File: src/pir_scan_map.svh
// Offsets, field positions, reset values and timing counts of the scan controller
`ifndef PIR_SCAN_MAP_SVH
`define PIR_SCAN_MAP_SVH

// Register indices (printed offsets are not word multiples; byte address = 4 * index)
`define IDX_LIGHT_THRESHOLD_AND_RANGE 12'h104
`define IDX_AUX_CHANNEL_SCAN_REQUEST  12'h105
`define IDX_SCAN_CONTROL              12'h103
`define IDX_CONVERSION_RESULT         12'h10a
`define IDX_ENGINE_STATUS             12'h102

// Field positions
`define SCAN_RATE_BIT     2
`define DUAL_SENSOR_BIT   0
`define MOTION_BIT        1
`define SUPPRESS_BIT      2
`define RANGE_LSB         0
`define THRESH_LSB        3
`define REQ_RESERVED_MASK 8'h08

// Reset values
`define LIGHT_RANGE_RESET 8'h00
`define SCAN_CONTROL_RESET 8'h00

// Timing
`define NORMAL_PERIOD_CYC 256
`define LOW_CONV_CYC      5129
`define SUPPRESS_MS       200
`define CLK_HZ            25000000

`endif

File: src/pir_scan_pkg.sv
// Types shared by the scan controller files
package pir_scan_pkg;
  typedef enum logic [2:0] {
    ST_IDLE   = 3'b000,
    ST_SENSOR = 3'b001,
    ST_LIGHT  = 3'b010,
    ST_AUX    = 3'b011,
    ST_WAIT   = 3'b100
  } conv_state_t;

  typedef enum logic [1:0] {
    SRC_SENSOR_A = 2'b00,
    SRC_SENSOR_B = 2'b01,
    SRC_LIGHT    = 2'b10,
    SRC_AUX      = 2'b11
  } conv_src_t;
endpackage

File: src/low_priority_pick.sv
// Picks the lowest set bit of a request vector
`timescale 1ns/1ps
module low_priority_pick #(
  parameter int WIDTH = 8
) (
  input  wire logic [WIDTH-1:0]         req_in,
  output logic                          any_out,
  output logic [$clog2(WIDTH)-1:0]      idx_out
);
  // Scan from the top so the lowest index wins
  always_comb begin
    any_out = 1'b0;
    idx_out = '0;
    for (int i = WIDTH - 1; i >= 0; i--) begin
      if (req_in[i]) begin
        any_out = 1'b1;
        idx_out = i[$clog2(WIDTH)-1:0];
      end
    end
  end
endmodule

File: src/pir_scan_ctrl.sv
// Scan-rate pacing, sensor selection and auxiliary conversion arbitration
//
// Notes on behaviour
// - Each finished sensor conversion raises service event.
// - Scan rate bit: 0 normal, 1 low.
// - Normal rate: auto conversion every 256 cycles.
// - Low rate: single shot, 5129 cycles each.
// - Converter powered off between low-rate conversions.
// - Interference immunity off in low rate.
// - Rate change suppresses detection up to 200 ms.
// - Dual bit: channel 2 only, or add 3.
// - Dual mode samples both; either motion detects.
// - Threshold zero disables light detection.
// - Light uses buffered single-ended channel 1.
// - Low power ignores threshold, light off.
// - Three-bit range; larger means shorter range.
// - Request: unbuffered, 2 V, sample, store, clear.
// - Pin configuration stays after request served.
// - Several requests: lowest wins, rest discarded.
// - Sensor conversions paused during request service.
// - Request bit reads 1 while pending.
// - Channel 1 reserved while light detection on.
// - Result register changes only on request completion.
// - Engine sets motion flag; software clears it.
//
// The APB slave port was decided locally.
`timescale 1ns/1ps
`include "pir_scan_map.svh"
module pir_scan_ctrl #(
  parameter int CHANNELS       = 8,
  parameter int SUPPRESS_CYC   = (`SUPPRESS_MS * (`CLK_HZ / 1000)),
  parameter int LOW_PERIOD_CYC = 125000
) (
  input  wire logic                     mclk_in,
  input  wire logic                     rst_in,
  // APB slave
  input  wire logic                     psel_in,
  input  wire logic                     penable_in,
  input  wire logic                     pwrite_in,
  input  wire logic [15:0]              paddr_in,
  input  wire logic [31:0]              pwdata_in,
  output logic [31:0]                   prdata_out,
  output logic                          pready_out,
  output logic                          pslverr_out,
  // Converter side
  input  wire logic                     conv_done_in,
  input  wire logic [15:0]              conv_data_in,
  input  wire logic                     sw_start_in,
  input  wire logic                     low_power_in,
  input  wire logic                     motion_a_in,
  input  wire logic                     motion_b_in,
  output logic                          conv_start_out,
  output logic                          conv_continuous_out,
  output logic                          conv_power_out,
  output logic [2:0]                    conv_channel_out,
  output logic                          conv_buffered_out,
  output logic                          conv_ref_2v_out,
  output logic                          service_event_out,
  output logic                          emi_immunity_out,
  output logic                          detect_enable_out,
  output logic                          light_detect_on_out,
  output logic [4:0]                    light_threshold_out,
  output logic [2:0]                    range_out,
  output logic [7:0]                    pin_analog_cfg_out
);
  import pir_scan_pkg::*;

  localparam logic [12:0] LOW_CONV = 13'(`LOW_CONV_CYC);
  localparam logic [8:0]  NORM_PER = 9'(`NORMAL_PERIOD_CYC);

  // ------------------------------------------------------------
  // State
  // ------------------------------------------------------------
  typedef struct packed {
    logic [7:0]  light_range;
    logic [7:0]  scan_request;
    logic        scan_rate;
    logic        dual_sensor;
    logic        motion;
    logic [15:0] result;
    logic [7:0]  pin_cfg;
    conv_state_t state;
    conv_src_t   src;
    logic [2:0]  aux_ch;
    logic [8:0]  pace;
    logic [12:0] conv_cnt;
    logic [31:0] suppress_cnt;
    logic [31:0] prdata;
    logic        pready;
    logic        pslverr;
    logic        start;
    logic        power;
    logic [2:0]  channel;
    logic        buffered;
    logic        ref_2v;
    logic        service;
    logic        light_next;
  } ctrl_state_t;

  ctrl_state_t cur;
  ctrl_state_t next_cur;

  logic              req_any;
  logic [2:0]        req_idx;
  logic [7:0]        req_eligible;
  logic              light_on;
  logic              low_rate;
  logic              access;
  logic [13:0]       word_idx;
  logic              rate_change;

  // Lowest-numbered pending request wins
  low_priority_pick #(.WIDTH(CHANNELS)) pick (
    .req_in  (req_eligible),
    .any_out (req_any),
    .idx_out (req_idx)
  );

  // ------------------------------------------------------------
  // Decode helpers
  // ------------------------------------------------------------
  assign low_rate     = cur.scan_rate;
  assign light_on     = (cur.light_range[7:`THRESH_LSB] != 5'h00) && !low_power_in;
  assign req_eligible = cur.scan_request & ~(light_on ? 8'h02 : 8'h00);
  assign access       = psel_in && penable_in;
  assign word_idx     = paddr_in[15:2];

  // ------------------------------------------------------------
  // Next-state logic
  // ------------------------------------------------------------
  always_comb begin
    next_cur         = cur;
    next_cur.pready  = 1'b0;
    next_cur.pslverr = 1'b0;
    next_cur.start   = 1'b0;
    next_cur.service = 1'b0;
    rate_change      = 1'b0;

    // Bus access: single-cycle answer once the access phase opens
    if (access && !cur.pready) begin
      next_cur.pready = 1'b1;
      next_cur.prdata = 32'h0000_0000;
      case (word_idx[11:0])
        `IDX_LIGHT_THRESHOLD_AND_RANGE: begin
          if (pwrite_in) next_cur.light_range = pwdata_in[7:0];
          next_cur.prdata = {24'h000000, cur.light_range};
        end
        `IDX_AUX_CHANNEL_SCAN_REQUEST: begin
          // Writes only add requests; engine alone clears them
          if (pwrite_in) next_cur.scan_request = cur.scan_request | (pwdata_in[7:0] & ~`REQ_RESERVED_MASK);
          next_cur.prdata = {24'h000000, cur.scan_request};
        end
        `IDX_SCAN_CONTROL: begin
          if (pwrite_in) begin
            rate_change          = pwdata_in[`SCAN_RATE_BIT] != cur.scan_rate;
            next_cur.scan_rate   = pwdata_in[`SCAN_RATE_BIT];
            next_cur.dual_sensor = pwdata_in[`DUAL_SENSOR_BIT];
          end
          next_cur.prdata = {29'h0, cur.scan_rate, 1'b0, cur.dual_sensor};
        end
        `IDX_ENGINE_STATUS: begin
          // Writing one clears the motion flag
          if (pwrite_in && pwdata_in[`MOTION_BIT]) next_cur.motion = 1'b0;
          next_cur.prdata = {29'h0, (cur.suppress_cnt != 32'h0), cur.motion, 1'b0};
        end
        `IDX_CONVERSION_RESULT: begin
          next_cur.prdata = {16'h0000, cur.result};
        end
        default: begin
          next_cur.pslverr = 1'b1;
        end
      endcase
    end

    // Rate change holds off detection for a while
    if (rate_change) next_cur.suppress_cnt = 32'(SUPPRESS_CYC);
    else if (cur.suppress_cnt != 32'h0) next_cur.suppress_cnt = cur.suppress_cnt - 32'h1;

    // Pace counter for normal-rate automatic conversions
    if (!low_rate) begin
      if (cur.pace == NORM_PER - 9'h1) next_cur.pace = 9'h000;
      else next_cur.pace = cur.pace + 9'h1;
    end else begin
      next_cur.pace = 9'h000;
    end

    // Conversion sequencer
    case (cur.state)
      ST_IDLE: begin
        next_cur.power = !low_rate;
        if (req_any) begin
          // Serve request; sensor scans paused meanwhile
          next_cur.state    = ST_AUX;
          next_cur.aux_ch   = req_idx;
          next_cur.channel  = req_idx;
          next_cur.buffered = 1'b0;
          next_cur.ref_2v   = 1'b1;
          next_cur.power    = 1'b1;
          next_cur.start    = 1'b1;
          next_cur.pin_cfg  = cur.pin_cfg | (8'h01 << req_idx);
          next_cur.conv_cnt = LOW_CONV;
        end else if ((!low_rate && cur.pace == NORM_PER - 9'h1) || (low_rate && sw_start_in)) begin
          next_cur.state    = ST_SENSOR;
          next_cur.src      = SRC_SENSOR_A;
          next_cur.channel  = 3'd2;
          next_cur.buffered = 1'b0;
          next_cur.ref_2v   = 1'b0;
          next_cur.power    = 1'b1;
          next_cur.start    = 1'b1;
          next_cur.conv_cnt = low_rate ? LOW_CONV : 13'h0000;
        end
      end
      ST_SENSOR: begin
        if (low_rate && cur.conv_cnt != 13'h0000) next_cur.conv_cnt = cur.conv_cnt - 13'h1;
        if (conv_done_in && (!low_rate || cur.conv_cnt == 13'h0000)) begin
          next_cur.service = 1'b1;
          if (cur.src == SRC_SENSOR_A && cur.dual_sensor) begin
            // Second sensor in the same scan
            next_cur.src      = SRC_SENSOR_B;
            next_cur.channel  = 3'd3;
            next_cur.start    = 1'b1;
            next_cur.conv_cnt = low_rate ? LOW_CONV : 13'h0000;
          end else if (light_on) begin
            next_cur.state    = ST_LIGHT;
            next_cur.src      = SRC_LIGHT;
            next_cur.channel  = 3'd1;
            next_cur.buffered = 1'b1;
            next_cur.start    = 1'b1;
          end else begin
            next_cur.state = ST_WAIT;
          end
        end
      end
      ST_LIGHT: begin
        if (conv_done_in) begin
          next_cur.service = 1'b1;
          next_cur.state   = ST_WAIT;
        end
      end
      ST_AUX: begin
        if (conv_done_in) begin
          next_cur.result       = conv_data_in;
          next_cur.scan_request = 8'h00;
          next_cur.state        = ST_WAIT;
        end
      end
      ST_WAIT: begin
        next_cur.state = ST_IDLE;
        next_cur.power = !low_rate;
      end
      default: begin
        next_cur.state = ST_IDLE;
      end
    endcase

    // Motion from sensor A, or B in dual mode, unless held off; set beats clear
    if (cur.suppress_cnt == 32'h0 && (motion_a_in || (cur.dual_sensor && motion_b_in)))
      next_cur.motion = 1'b1;

    next_cur.light_next = light_on;
  end

  // ------------------------------------------------------------
  // Register stage
  // ------------------------------------------------------------
  always_ff @(posedge mclk_in) begin
    if (rst_in) begin
      cur              <= '0;
      cur.light_range  <= `LIGHT_RANGE_RESET;
      cur.state        <= ST_IDLE;
      cur.src          <= SRC_SENSOR_A;
      cur.channel      <= 3'd2;
    end else begin
      cur <= next_cur;
    end
  end

  // Outputs straight from flops
  assign prdata_out          = cur.prdata;
  assign pready_out          = cur.pready;
  assign pslverr_out         = cur.pslverr;
  assign conv_start_out      = cur.start;
  assign conv_continuous_out = !cur.scan_rate;
  assign conv_power_out      = cur.power;
  assign conv_channel_out    = cur.channel;
  assign conv_buffered_out   = cur.buffered;
  assign conv_ref_2v_out     = cur.ref_2v;
  assign service_event_out   = cur.service;
  assign emi_immunity_out    = !cur.scan_rate;
  assign detect_enable_out   = !cur.motion;
  assign light_detect_on_out = cur.light_next;
  assign light_threshold_out = cur.light_range[7:`THRESH_LSB];
  assign range_out           = cur.light_range[2:`RANGE_LSB];
  assign pin_analog_cfg_out  = cur.pin_cfg;
endmodule

File: config.mk
export PLATFORM = sky130hd
export DESIGN_NAME = pir_scan_ctrl
export DESIGN_NICKNAME = d
export VERILOG_FILES = /design/src/pir_scan_pkg.sv /design/src/low_priority_pick.sv /design/src/pir_scan_ctrl.sv
export VERILOG_INCLUDE_DIRS = /design/src /design/src/src
export SDC_FILE = /design/constraint.sdc
export NUM_CORES = 1
export LEC_CHECK = 0
export BUFFER_PORTS_ARGS = -buffer_cell sky130_fd_sc_hd__buf_2
export CAP_MARGIN = 20
export CORE_AREA = 4 4 118 120
export CTS_CLUSTER_DIAMETER = 50
export DETAILED_ROUTE_END_ITERATION = 10
export DIE_AREA = 0 0 122 124
export GPL_TIMING_DRIVEN = 1
export MAX_ROUTING_LAYER = met4
export PLACE_DENSITY = 0.73
export SETUP_SLACK_MARGIN = 0.4
export SLEW_MARGIN = 20
export SYNTH_ARGS = -nofsm -noshare
export SYNTH_HDL_FRONTEND = slang
export SYNTH_HIERARCHICAL = 1
export SYNTH_SLANG_ARGS = --single-unit
File: constraint.sdc
create_clock -name mclk_in -period 3.2 [get_ports mclk_in]
set_input_delay 0.32 -clock mclk_in [delete_from_list [all_inputs] [get_ports mclk_in]]
set_output_delay 0.32 -clock mclk_in [all_outputs]
set_load 0.005 [all_outputs]
==> results of run 1 <==
[where the power goes]
group	internal (mW)	switching, mW
clock network	1.19	0.725
logic	0.737	1.19
registers	1.79	0.188
total	3.72	2.10
[metrics by stage]
stage               total power, mW  std cells  hold WS, ns  area, µm²
finish                         5.82        984        0.141       7220
global route                   6.18        984        0.139       7220
CTS                            5.84        984        0.127       7210
detailed placement             3.91        952        0.440       6600
floorplan                      3.66        763        0.418       6390
global placement               3.87        952        0.432       6600
[timing repair]
item                       CTS  global route
buffers inserted             0             0
resized for setup            2             1
setup endpoints to repair    4            10
[final cells by class]
type,count,area [µm²],area share (%)
Clock buffer,20,457,6.33
Clock inverter,12,135,1.87
Inverter,13,48.8,0.676
Multi-Input combinational cell,532,3250,45.0
Sequential cell,128,2560,35.5
Tap cell,176,220,3.05
Timing Repair Buffer,103,546,7.56
[cells in the mapped netlist, types with 6 or more instances]
library cell	instances	area (µm²)
dfxtp_1	128	2560
nor2_1	85	319
a21oi_1	72	360
nand2_1	72	270
buf_4	52	390
clkbuf_1	29	109
nand3_1	25	125
or4_1	18	135
mux2i_1	17	170
o31ai_1	14	105
or3_1	13	81.3
xor2_1	13	114
inv_1	12	45.0
o21ai_0	12	60.1
a31oi_1	11	68.8
nor4_1	11	68.8
nor3_1	9	45.0
nor3b_1	9	67.6
a211oi_1	8	60.1
nand4_1	7	43.8
nor2b_1	7	43.8
ha_1	6	75.1
o21a_1	6	45.0
[kinds of logic (layout without fill, tap and decap cells)]
logic type | after synthesis | count (layout) | share of synthesized area [%]
muxes | 18 | 18 | 2.87
xor gates and xnor gates | 16 | 16 | 2.22
other | 1 | 19 | 0.0593
DFF | 128 | 128 | 40.5
buffers and inverters | 103 | 148 | 9.69
and+or+nand+nor | 307 | 307 | 26.1
adders and majority gates | 6 | 6 | 1.19
AOI/OAI and AO/OA | 166 | 166 | 17.3
[sequential cells by signal, summed over array words and instances, names as in the netlist]
signal and flops:
conv_buffered_out 1, pin_analog_cfg_out 8, conv_channel_out 3, cur 84
conv_ref_2v_out 1, range_out 3, low_rate 1, conv_power_out 1
pready_out 1, light_detect_on_out 1, conv_start_out 1, light_threshold_out 5
service_event_out 1, pslverr_out 1, prdata_out 16
[worst max-delay path by stage]
stage	endpoint	slack, ns	cells past startpoint
after floorplan	cur[82]$_SDFFE_PP0P_	0.42	11
after global placement	conv_channel_out[0]$_SDFFE_PP0P_	0.40	9
after detailed placement	conv_channel_out[0]$_SDFFE_PP0P_	0.37	9
after CTS	cur[82]$_SDFFE_PP0P_	0.48	10
after global routing	cur[84]$_SDFFE_PP0P_	0.42	10
final	cur[82]$_SDFFE_PP0P_	0.57	10
[critical path: cells and delay by family, from the launching register on]
family | cells | cell delay [ns]
AO/OA/AOI/OAI | 2 | 0.67
XOR/XNOR | 1 | 0.16
flip-flops | 1 | 0.33
AND/OR/NAND/NOR | 7 | 1.34
[layer usage]
metal | global-route usage, % | vias to the layer above
met4 | 8.61 | 0
met5 | - | -
li1 | - | 2746
met1 | 25.7 | 2565
met3 | 4.59 | 31
met2 | 30.9 | 158
[layout by cell type, fill, tap and decap left out, drive strengths merged, types with 14 or more instances in the layout]
cell,instances
a21oi,72
buf,103
clkbuf,20
conb,19
dfxtp,128
mux2i,17
nand2,72
nand3,25
nor2,85
nor4,17
o21ai,15
o31ai,14
or3,14
or4,23
==> flow_summary.yaml, run 1 <==
sta:
  finalSetupViolCount: 0
  slew_headroom_pct: 45.6
  slew_viol_final: 0
  fin_crit_sh_pct: 82.1
  hold_viol_final: 0
  grt_setup_unrepaired: "no"
  worstMarginPinSlew_ns: 0.806
  timing.final.ws_setup_ns: 0.574
  fin_skew_ns: 0.00638
  fmax_ghz: 0.381
  min_period_ns: 2.63
  fin_tns_setup_ns: 0
logic_synthesis:
  yosys_warnings: 6
  seq_area_frac_synth_pct: 40.5
  syn-mean-instance-area_um2: 8.49
  syn_area_um2: 6320
  async_flop_share_pct: 0
  synth_enable_flop_cells: 0
  netlist_instances: 745
  synth_cell_types: 71
  ys_ff_latch: 128
  yosys_most_used_dff: "dfxtp_1"
drt:
  dr.pass1.iters: 5
  drtIter0Drc: 403
  drtAntennaViolNets: 0
  wl_per_cell_um: 15.0
  routed_via_density: 5.59
  dr_wl_met2_um: 6740
  met3_length_um: 873
  drt_wl_total_um: 14800
  wl_met1_um: 6810
  vias: 5500
  drc: 0
  highest-signal-layer: "met4"
place:
  gp_congestion: 0.860
  place_hpwl_um: 10300
  port_buffers: 91
  place_ws_ns: 0.371
floorplanning:
  die_w_um: 122
  die_h_um: 124
  coreArea_um2: 13000
  dieArea_um2: 15100
  ios: 136
  initial_core_util_pct: 48.7
  row_count: 42
pwr:
  peakVddDrop_uv: 421
  leakage_nw: 2.79
  cellPowerDensity_nw_per_um2: 806
global_routing:
  track_usage_pct: 20.2
  antenna_found_initial: 0
  grt_max_degree: 68
  grt_pass1_wl_um: 23700
  grt_pass1_vias: 4843
  grt_overflow: 0
setup_path:
  cp_max_fo: 10
  crit_arrival_ns: 2.93
  cp-startpoint: "light_threshold_out[2]$_SDFFE_PP0P_"
  cp_slowest_cell: "or4_1"
  cp_slowest_stage_delay_ns: 0.56
  endpoint_kind: "flop"
  timing.rr.start: "light_threshold_out[2]$_SDFFE_PP0P_"
  critPathKind: "flop to flop"
  cp-start-kind: "flop"
  cp_cell_sequence: "or4_1 > o21bai_1 > and2_1 > nor4_2 > nand2_2 > nor2_1 > a2111oi_4 > nand4b_1 > xor2_1 > nor2_1"
  reg2reg_to: "cur[82]$_SDFFE_PP0P_"
  reg2reg_setup_slack_ns: 0.57
  critPathRequiredTime_ns: 3.50
  ff2ff_path_depth: 10
  cp_common_cell: "nor2_1"
clocking:
  clockBufferDepth: 2
  cts_buffers: 17
  clkTransAtPathRegs_ns: 0.06
  cts.htree.levels: 4
  insertion_delay_ns: 0.42
  cts_tree: "yes"
  hold_buffers: 0
  cts_sinks: 128
  root_buffer: "clkbuf_16"
worst_hold_path:
  hold_class: "input pin to flop"
  hold_depth: 3
  hold_end: "cur[126]$_SDFFE_PP0P_"
  hold_start: "conv_data_in[13]"
finish:
  area_growth_pct: 14.1
  num-fill-cells: 1212
  drive_gt1_share_pct: 20.4
  nets: 875
  num_antenna_cells: 0
  fin_util_pct: 55.6
flow_run:
  max_cap_viol_count: 0
status:
  status: "finished, final reports clean"
No activity file was read; power rests on OpenSTA's default activity.
==> inputs of run 2 (changes only) <==
--- a/config.mk
+++ b/config.mk
@@ -8,13 +8,13 @@
 export LEC_CHECK = 0
 export BUFFER_PORTS_ARGS = -buffer_cell sky130_fd_sc_hd__buf_2
 export CAP_MARGIN = 20
-export CORE_AREA = 4 4 118 120
+export CORE_AREA = 4 4 119 121
 export CTS_CLUSTER_DIAMETER = 50
 export DETAILED_ROUTE_END_ITERATION = 10
-export DIE_AREA = 0 0 122 124
+export DIE_AREA = 0 0 123 125
 export GPL_TIMING_DRIVEN = 1
 export MAX_ROUTING_LAYER = met4
-export PLACE_DENSITY = 0.73
+export PLACE_DENSITY = 0.75
 export SETUP_SLACK_MARGIN = 0.4
 export SLEW_MARGIN = 20
 export SYNTH_ARGS = -nofsm -noshare
==> constraint.sdc (replaced) <==
create_clock -name mclk_in -period 2.2 [get_ports mclk_in]
set_input_delay 0.22 -clock mclk_in [delete_from_list [all_inputs] [get_ports mclk_in]]
set_output_delay 0.22 -clock mclk_in [all_outputs]
set_load 0.005 [all_outputs]
==> flow_summary.yaml, run 2 (same netlist as run 1, synthesis figures left out) <==
sta:
  fin_skew_ns: 0.00800
  slew_viol_final: 0
  min_period_ns: 2.39
  timing.final.ws_setup_ns: -0.191
  fin_crit_sh_pct: 109
  slew_headroom_pct: 45.7
  holdWs_ns: 0.0254
  hold_viol_final: 0
  finalSetupViolCount: 49
  fmax_ghz: 0.418
  fin_tns_setup_ns: -3.28
  worstMarginPinSlew_ns: 0.815
  grt_setup_unrepaired: "yes"
finish:
  num-fill-cells: 986
  area_growth_pct: 34.6
  final_cells: 1076
  nets: 968
  layout_commonest_cell: "dfxtp_1"
  layout_common_cells: "dfxtp_1, buf_2, buf_4, nor2_1, nand2_1"
  num_antenna_cells: 0
  largest_reg_flops: 84
  design_area_um2: 8510
  top_register: "cur"
  drive_gt1_share_pct: 37.4
clocking:
  cts_sinks: 128
  cts.htree.levels: 4
  cts_tree: "yes"
  clockBufferDepth: 2
  insertion_delay_ns: 0.43
  cts_buffers: 17
  clkTransAtPathRegs_ns: 0.06
  hold_buffers: 0
  root_buffer: "clkbuf_16"
drt:
  vias: 6075
  dr.pass1.iters: 5
  drtAntennaViolNets: 0
  wl_per_cell_um: 16.6
  drc: 0
  drtIter0Drc: 608
  drt_wl_total_um: 17800
  routed_via_density: 5.65
global_routing:
  track_usage_pct: 22.7
  grt_overflow: 0
  grt_pass1_vias: 5632
  grt_pass1_wl_um: 27400
  grt_max_degree: 37
  antenna_found_initial: 0
floorplanning:
  coreArea_um2: 13100
  dieArea_um2: 15400
  row_count: 42
  die_h_um: 125
  ios: 136
  initial_core_util_pct: 48.3
  die_w_um: 123
place:
  dpl.cell_count: 1014
  dpl-instance-area_um2: 7240
  port_buffers: 91
  place_hpwl_um: 11400
  place_ws_ns: -0.190
  gp_congestion: 0.875
pwr:
  cellInternalPower_mw: 7.21
  switchingPower_mw: 4.33
  seqPwrFrac_pct: 25.4
  cellPowerDensity_nw_per_um2: 1350
  clkPwrFrac_pct: 24.0
  peakVddDrop_uv: 874
  swShare_pct: 37.5
  pwr-share-comb_pct: 50.6
  leakage_nw: 3.36
setup_path:
  critPathKind: "flop to flop"
  critPathRequiredTime_ns: 2.55
  cp_max_fo: 5
  cp-start-kind: "flop"
  endpoint_kind: "flop"
  crit_arrival_ns: 2.74
status:
  status: "finished with violations"
  violations: "setup timing"
flow_run:
  max_cap_viol_count: 0
worst_hold_path:
  hold_class: "input pin to flop"
## run 2: what timing repair did
item,CTS,global route
resized for setup,43,59
endpoints found under the setup margin,68,68
buffers inserted,18,11
pin swaps,34,49
cloned,2,0
## run 2: layout make-up
type	instances	area [µm²]	area share (%)
Clock inverter	13	139	1.63
Tap cell	176	220	2.59
Multi-Input combinational cell	532	3740	43.9
Clock buffer	18	439	5.16
Sequential cell	128	2570	30.2
Inverter	13	48.8	0.573
Timing Repair Buffer	196	1360	15.9
## run 2: critical path: stages (launching register included)
cell	delay [ns]
dfxtp_1	0.35
or4_4	0.15
o21bai_4	0.07
and2_4	0.15
nor4_2	0.31
nand2_2	0.17
buf_4	0.21
nor2_4	0.17
nor3_4	0.06
buf_4	0.13
buf_4	0.12
buf_4	0.12
buf_4	0.12
nor3_2	0.18
## run 2: stage by stage
step	util, %	total power, mW
final	65.1	11.5
after detailed placement	55.3	6.43
after floorplan	-	5.40
after global routing	65.1	12.1
after global placement	55.3	6.33
after CTS	62.3	10.2
## run 2: path summary, 6_finish.rpt
path | slack (ns) | endpoint | depth (start not counted) | from
max | -0.19 | conv_buffered_out$_SDFFE_PP0P_ | 13 | light_threshold_out[2]$_SDFFE_PP0P_
min | 0.03 | cur[128]$_SDFFE_PP0P_ | 3 | conv_data_in[15]
max reg2reg | -0.19 | conv_buffered_out$_SDFFE_PP0P_ | 13 | light_threshold_out[2]$_SDFFE_PP0P_
min reg2reg | 0.45 | prdata_out[10]$_SDFFE_PP0P_ | 2 | prdata_out[10]$_SDFFE_PP0P_
## run 2: power groups by stage
stage	sequential (mW)	combinational [mW]	clock, mW
final	2.92	5.84	2.77
after global routing	2.97	6.22	2.91
after CTS	2.87	4.58	2.78
after detailed placement	2.90	3.52	0
after global placement	2.89	3.44	0
after floorplan	2.86	2.54	0
## run 2: per-layer routing
metal	wire length [µm]	part of all wire (%)	global-route usage [%]	up-vias
li1	-	-	-	2925
met1	7510	42	28.4	2898
met2	8810	49	35.8	222
met3	1180	6.6	5.10	30
met4	344	1.9	8.01	0
met5	0	0	-	-
==> inputs of run 3 (changes only) <==
--- a/config.mk
+++ b/config.mk
@@ -6,12 +6,13 @@
 export SDC_FILE = /design/constraint.sdc
 export NUM_CORES = 1
 export LEC_CHECK = 0
+export ABC_AREA = 1
 export BUFFER_PORTS_ARGS = -buffer_cell sky130_fd_sc_hd__buf_2
 export CAP_MARGIN = 20
-export CORE_AREA = 4 4 119 121
+export CORE_AREA = 4 4 122 124
 export CTS_CLUSTER_DIAMETER = 50
 export DETAILED_ROUTE_END_ITERATION = 10
-export DIE_AREA = 0 0 123 125
+export DIE_AREA = 0 0 126 128
 export GPL_TIMING_DRIVEN = 1
 export MAX_ROUTING_LAYER = met4
 export PLACE_DENSITY = 0.75
==> flow_summary.yaml, run 3 <==
status:
  status: "finished, final reports clean"
place:
  dpl-instance-area_um2: 7150
  port_buffers: 91
  place_hpwl_um: 12200
  place_ws_ns: 0.106
  gp_congestion: 0.977
  dpl.cell_count: 1190
sta:
  grt_setup_unrepaired: "yes"
  finalSetupViolCount: 0
  timing.final.ws_setup_ns: 0.150
  slew_viol_final: 0
  slew_headroom_pct: 63.5
  fin_tns_setup_ns: 0
  worstMarginPinSlew_ns: 0.546
  hold_viol_final: 0
  min_period_ns: 2.05
  fin_crit_sh_pct: 93.2
  fmax_ghz: 0.488
  holdWs_ns: 0.0411
  fin_skew_ns: 0.00954
drt:
  wl_per_cell_um: 13.5
  drtIter0Drc: 539
  drtAntennaViolNets: 0
  drc: 0
  vias: 6256
  dr.pass1.iters: 7
  drt_wl_total_um: 16600
  routed_via_density: 5.07
clocking:
  clkTransAtPathRegs_ns: 0.06
  clockBufferDepth: 2
  insertion_delay_ns: 0.43
  cts_tree: "yes"
  cts_sinks: 128
  cts.htree.levels: 4
  hold_buffers: 0
  cts_buffers: 17
  root_buffer: "clkbuf_16"
floorplanning:
  ios: 136
  die_h_um: 128
  initial_core_util_pct: 49.1
  coreArea_um2: 13800
  dieArea_um2: 16100
  die_w_um: 126
  row_count: 43
setup_path:
  cp-start-kind: "flop"
  cp_slowest_cell: "dfxtp_2"
  crit_buf_inv: 0
  critPathKind: "flop to flop"
  cp_max_fo: 7
  timing.rr.start: "cur[88]$_SDFF_PP0_"
  cp_slowest_stage_delay_ns: 0.35
  critPathTopFamily: "simple AND/OR/NAND/NOR gates"
  critPathRequiredTime_ns: 2.51
  cp_common_cell: "nand2_2"
  cp-startpoint: "cur[88]$_SDFF_PP0_"
  reg2reg_setup_slack_ns: 0.15
  endpoint_kind: "flop"
  cp_cell_sequence: "ha_4 > nand2_4 > nor3b_4 > nand2_2 > nor2_2 > ha_2 > nand2_2 > nand3_4 > nand2_4 > nand2_8 > nand2_2 > nor2_4 > xor2_1 > nor2_1"
  crit_arrival_ns: 2.36
pwr:
  finalPower_mw: 9.05
  peakVddDrop_uv: 605
  leakage_nw: 3.63
  cellPowerDensity_nw_per_um2: 1130
finish:
  layout_commonest_cell: "nand2_1"
  largest_reg_flops: 84
  design_area_um2: 7990
  final_cells: 1234
  area_growth_pct: 18.2
  top_register: "cur"
  drive_gt1_share_pct: 22.7
  num_antenna_cells: 0
  fin_util_pct: 58.0
  nets: 1121
  layout_common_cells: "nand2_1, nor2_1, dfxtp_1, buf_2, inv_1"
logic_synthesis:
  synth_cell_types: 50
  syn_area_um2: 6760
  synth_top_area_share_pct: 37.9
  ys_ff_latch: 128
  synth_most_common_cell: "nand2_1"
  async_flop_share_pct: 0
  synthTopCellsByCount: "nand2_1, nor2_1, dfxtp_1"
  synthTopCellsByArea: "dfxtp_1, nand2_1, nor2_1"
  yosys_warnings: 6
  syn-mean-instance-area_um2: 7.02
  seq_area_frac_synth_pct: 37.9
  synth_largest_area_cell: "dfxtp_1"
  netlist_instances: 963
  yosys_most_used_dff: "dfxtp_1"
  synth_enable_flop_cells: 0
flow_run:
  max_cap_viol_count: 0
worst_hold_path:
  hold_start: "conv_data_in[14]"
  hold_class: "input pin to flop"
global_routing:
  grt_pass1_vias: 5679
  grt_max_degree: 41
  track_usage_pct: 21.0
  grt_overflow: 0
  grt_pass1_wl_um: 27000
  antenna_found_initial: 0
## run 3: changes by cell type after synthesis, moves of 13 or more
cell	delta
clkbuf_1	-20
xnor2_1	+15
nand4_1	+15
mux2i_1	-16
nand2_1	+124
or3_1	-13
or4_1	-18
nand3_1	+32
nor2_1	+96
o31ai_1	-13
o21ai_0	+16
inv_1	+64
## run 3: layer usage
metal | vias up | part of all wire (%) | track usage, % | routed length, µm
li1 | 3188 | - | - | -
met5 | - | 0 | - | 0
met1 | 2876 | 45 | 27.0 | 7550
met3 | 26 | 5.5 | 4.58 | 918
met2 | 166 | 48 | 32.7 | 7910
met4 | 0 | 1.6 | 7.38 | 269
## run 3: logic make-up (layout without fill, tap and decap cells)
family | Yosys count | count (layout) | share of synthesized area, %
buffers and inverters | 157 | 232 | 12.2
AO/OA/AOI/OAI | 112 | 112 | 9.05
XOR/XNOR | 33 | 33 | 4.27
flip-flops | 128 | 128 | 37.9
AND/OR/NAND/NOR | 525 | 525 | 35.3
other | 1 | 17 | 0.0555
multiplexers | 1 | 1 | 0.148
adder cells (fa/ha/maj) | 6 | 6 | 1.11
## run 3: timing repair
action | 4_1_cts | 5_1_grt
setup endpoints to repair | 28 | 46
resized for setup | 11 | 38
pin swaps | 5 | 21
endpoints found under the hold margin | 0 | 0
setup buffers | 5 | 7
## run 3: final cells by class
cell class / count / area (µm²)
Tap cell: 180 / 225
Clock inverter: 15 / 140
Fill cell: 1280 / 5780
Timing Repair Buffer: 115 / 672
Sequential cell: 128 / 2570
Clock buffer: 17 / 425
Multi-Input combinational cell: 694 / 3630
Inverter: 85 / 329
## run 3: path summary, 6_finish.rpt
kind,cells after the start,endpoint
max,14,cur[80]$_SDFFE_PP0P_
min,3,cur[127]$_SDFFE_PP0P_
max reg2reg,14,cur[80]$_SDFFE_PP0P_
min reg2reg,2,conv_channel_out[0]$_SDFFE_PP0P_
## run 3: worst register-to-register path, delay by kind of cell, from the launching register on
kind,cells,cell delay (ns)
XOR/XNOR,1,0.16
AND/OR/NAND/NOR,11,1.06
adder cells (fa/ha/maj),2,0.34
flip-flops,1,0.35
## run 3: report_power, final
part	leakage [nW]	internal (mW)	total, mW	switching [mW]
Combinational	2.31	1.30	3.47	2.18
Sequential	1.04	2.62	2.91	0.292
Clock	0.271	1.50	2.67	1.17
Total	3.63	5.41	9.05	3.64
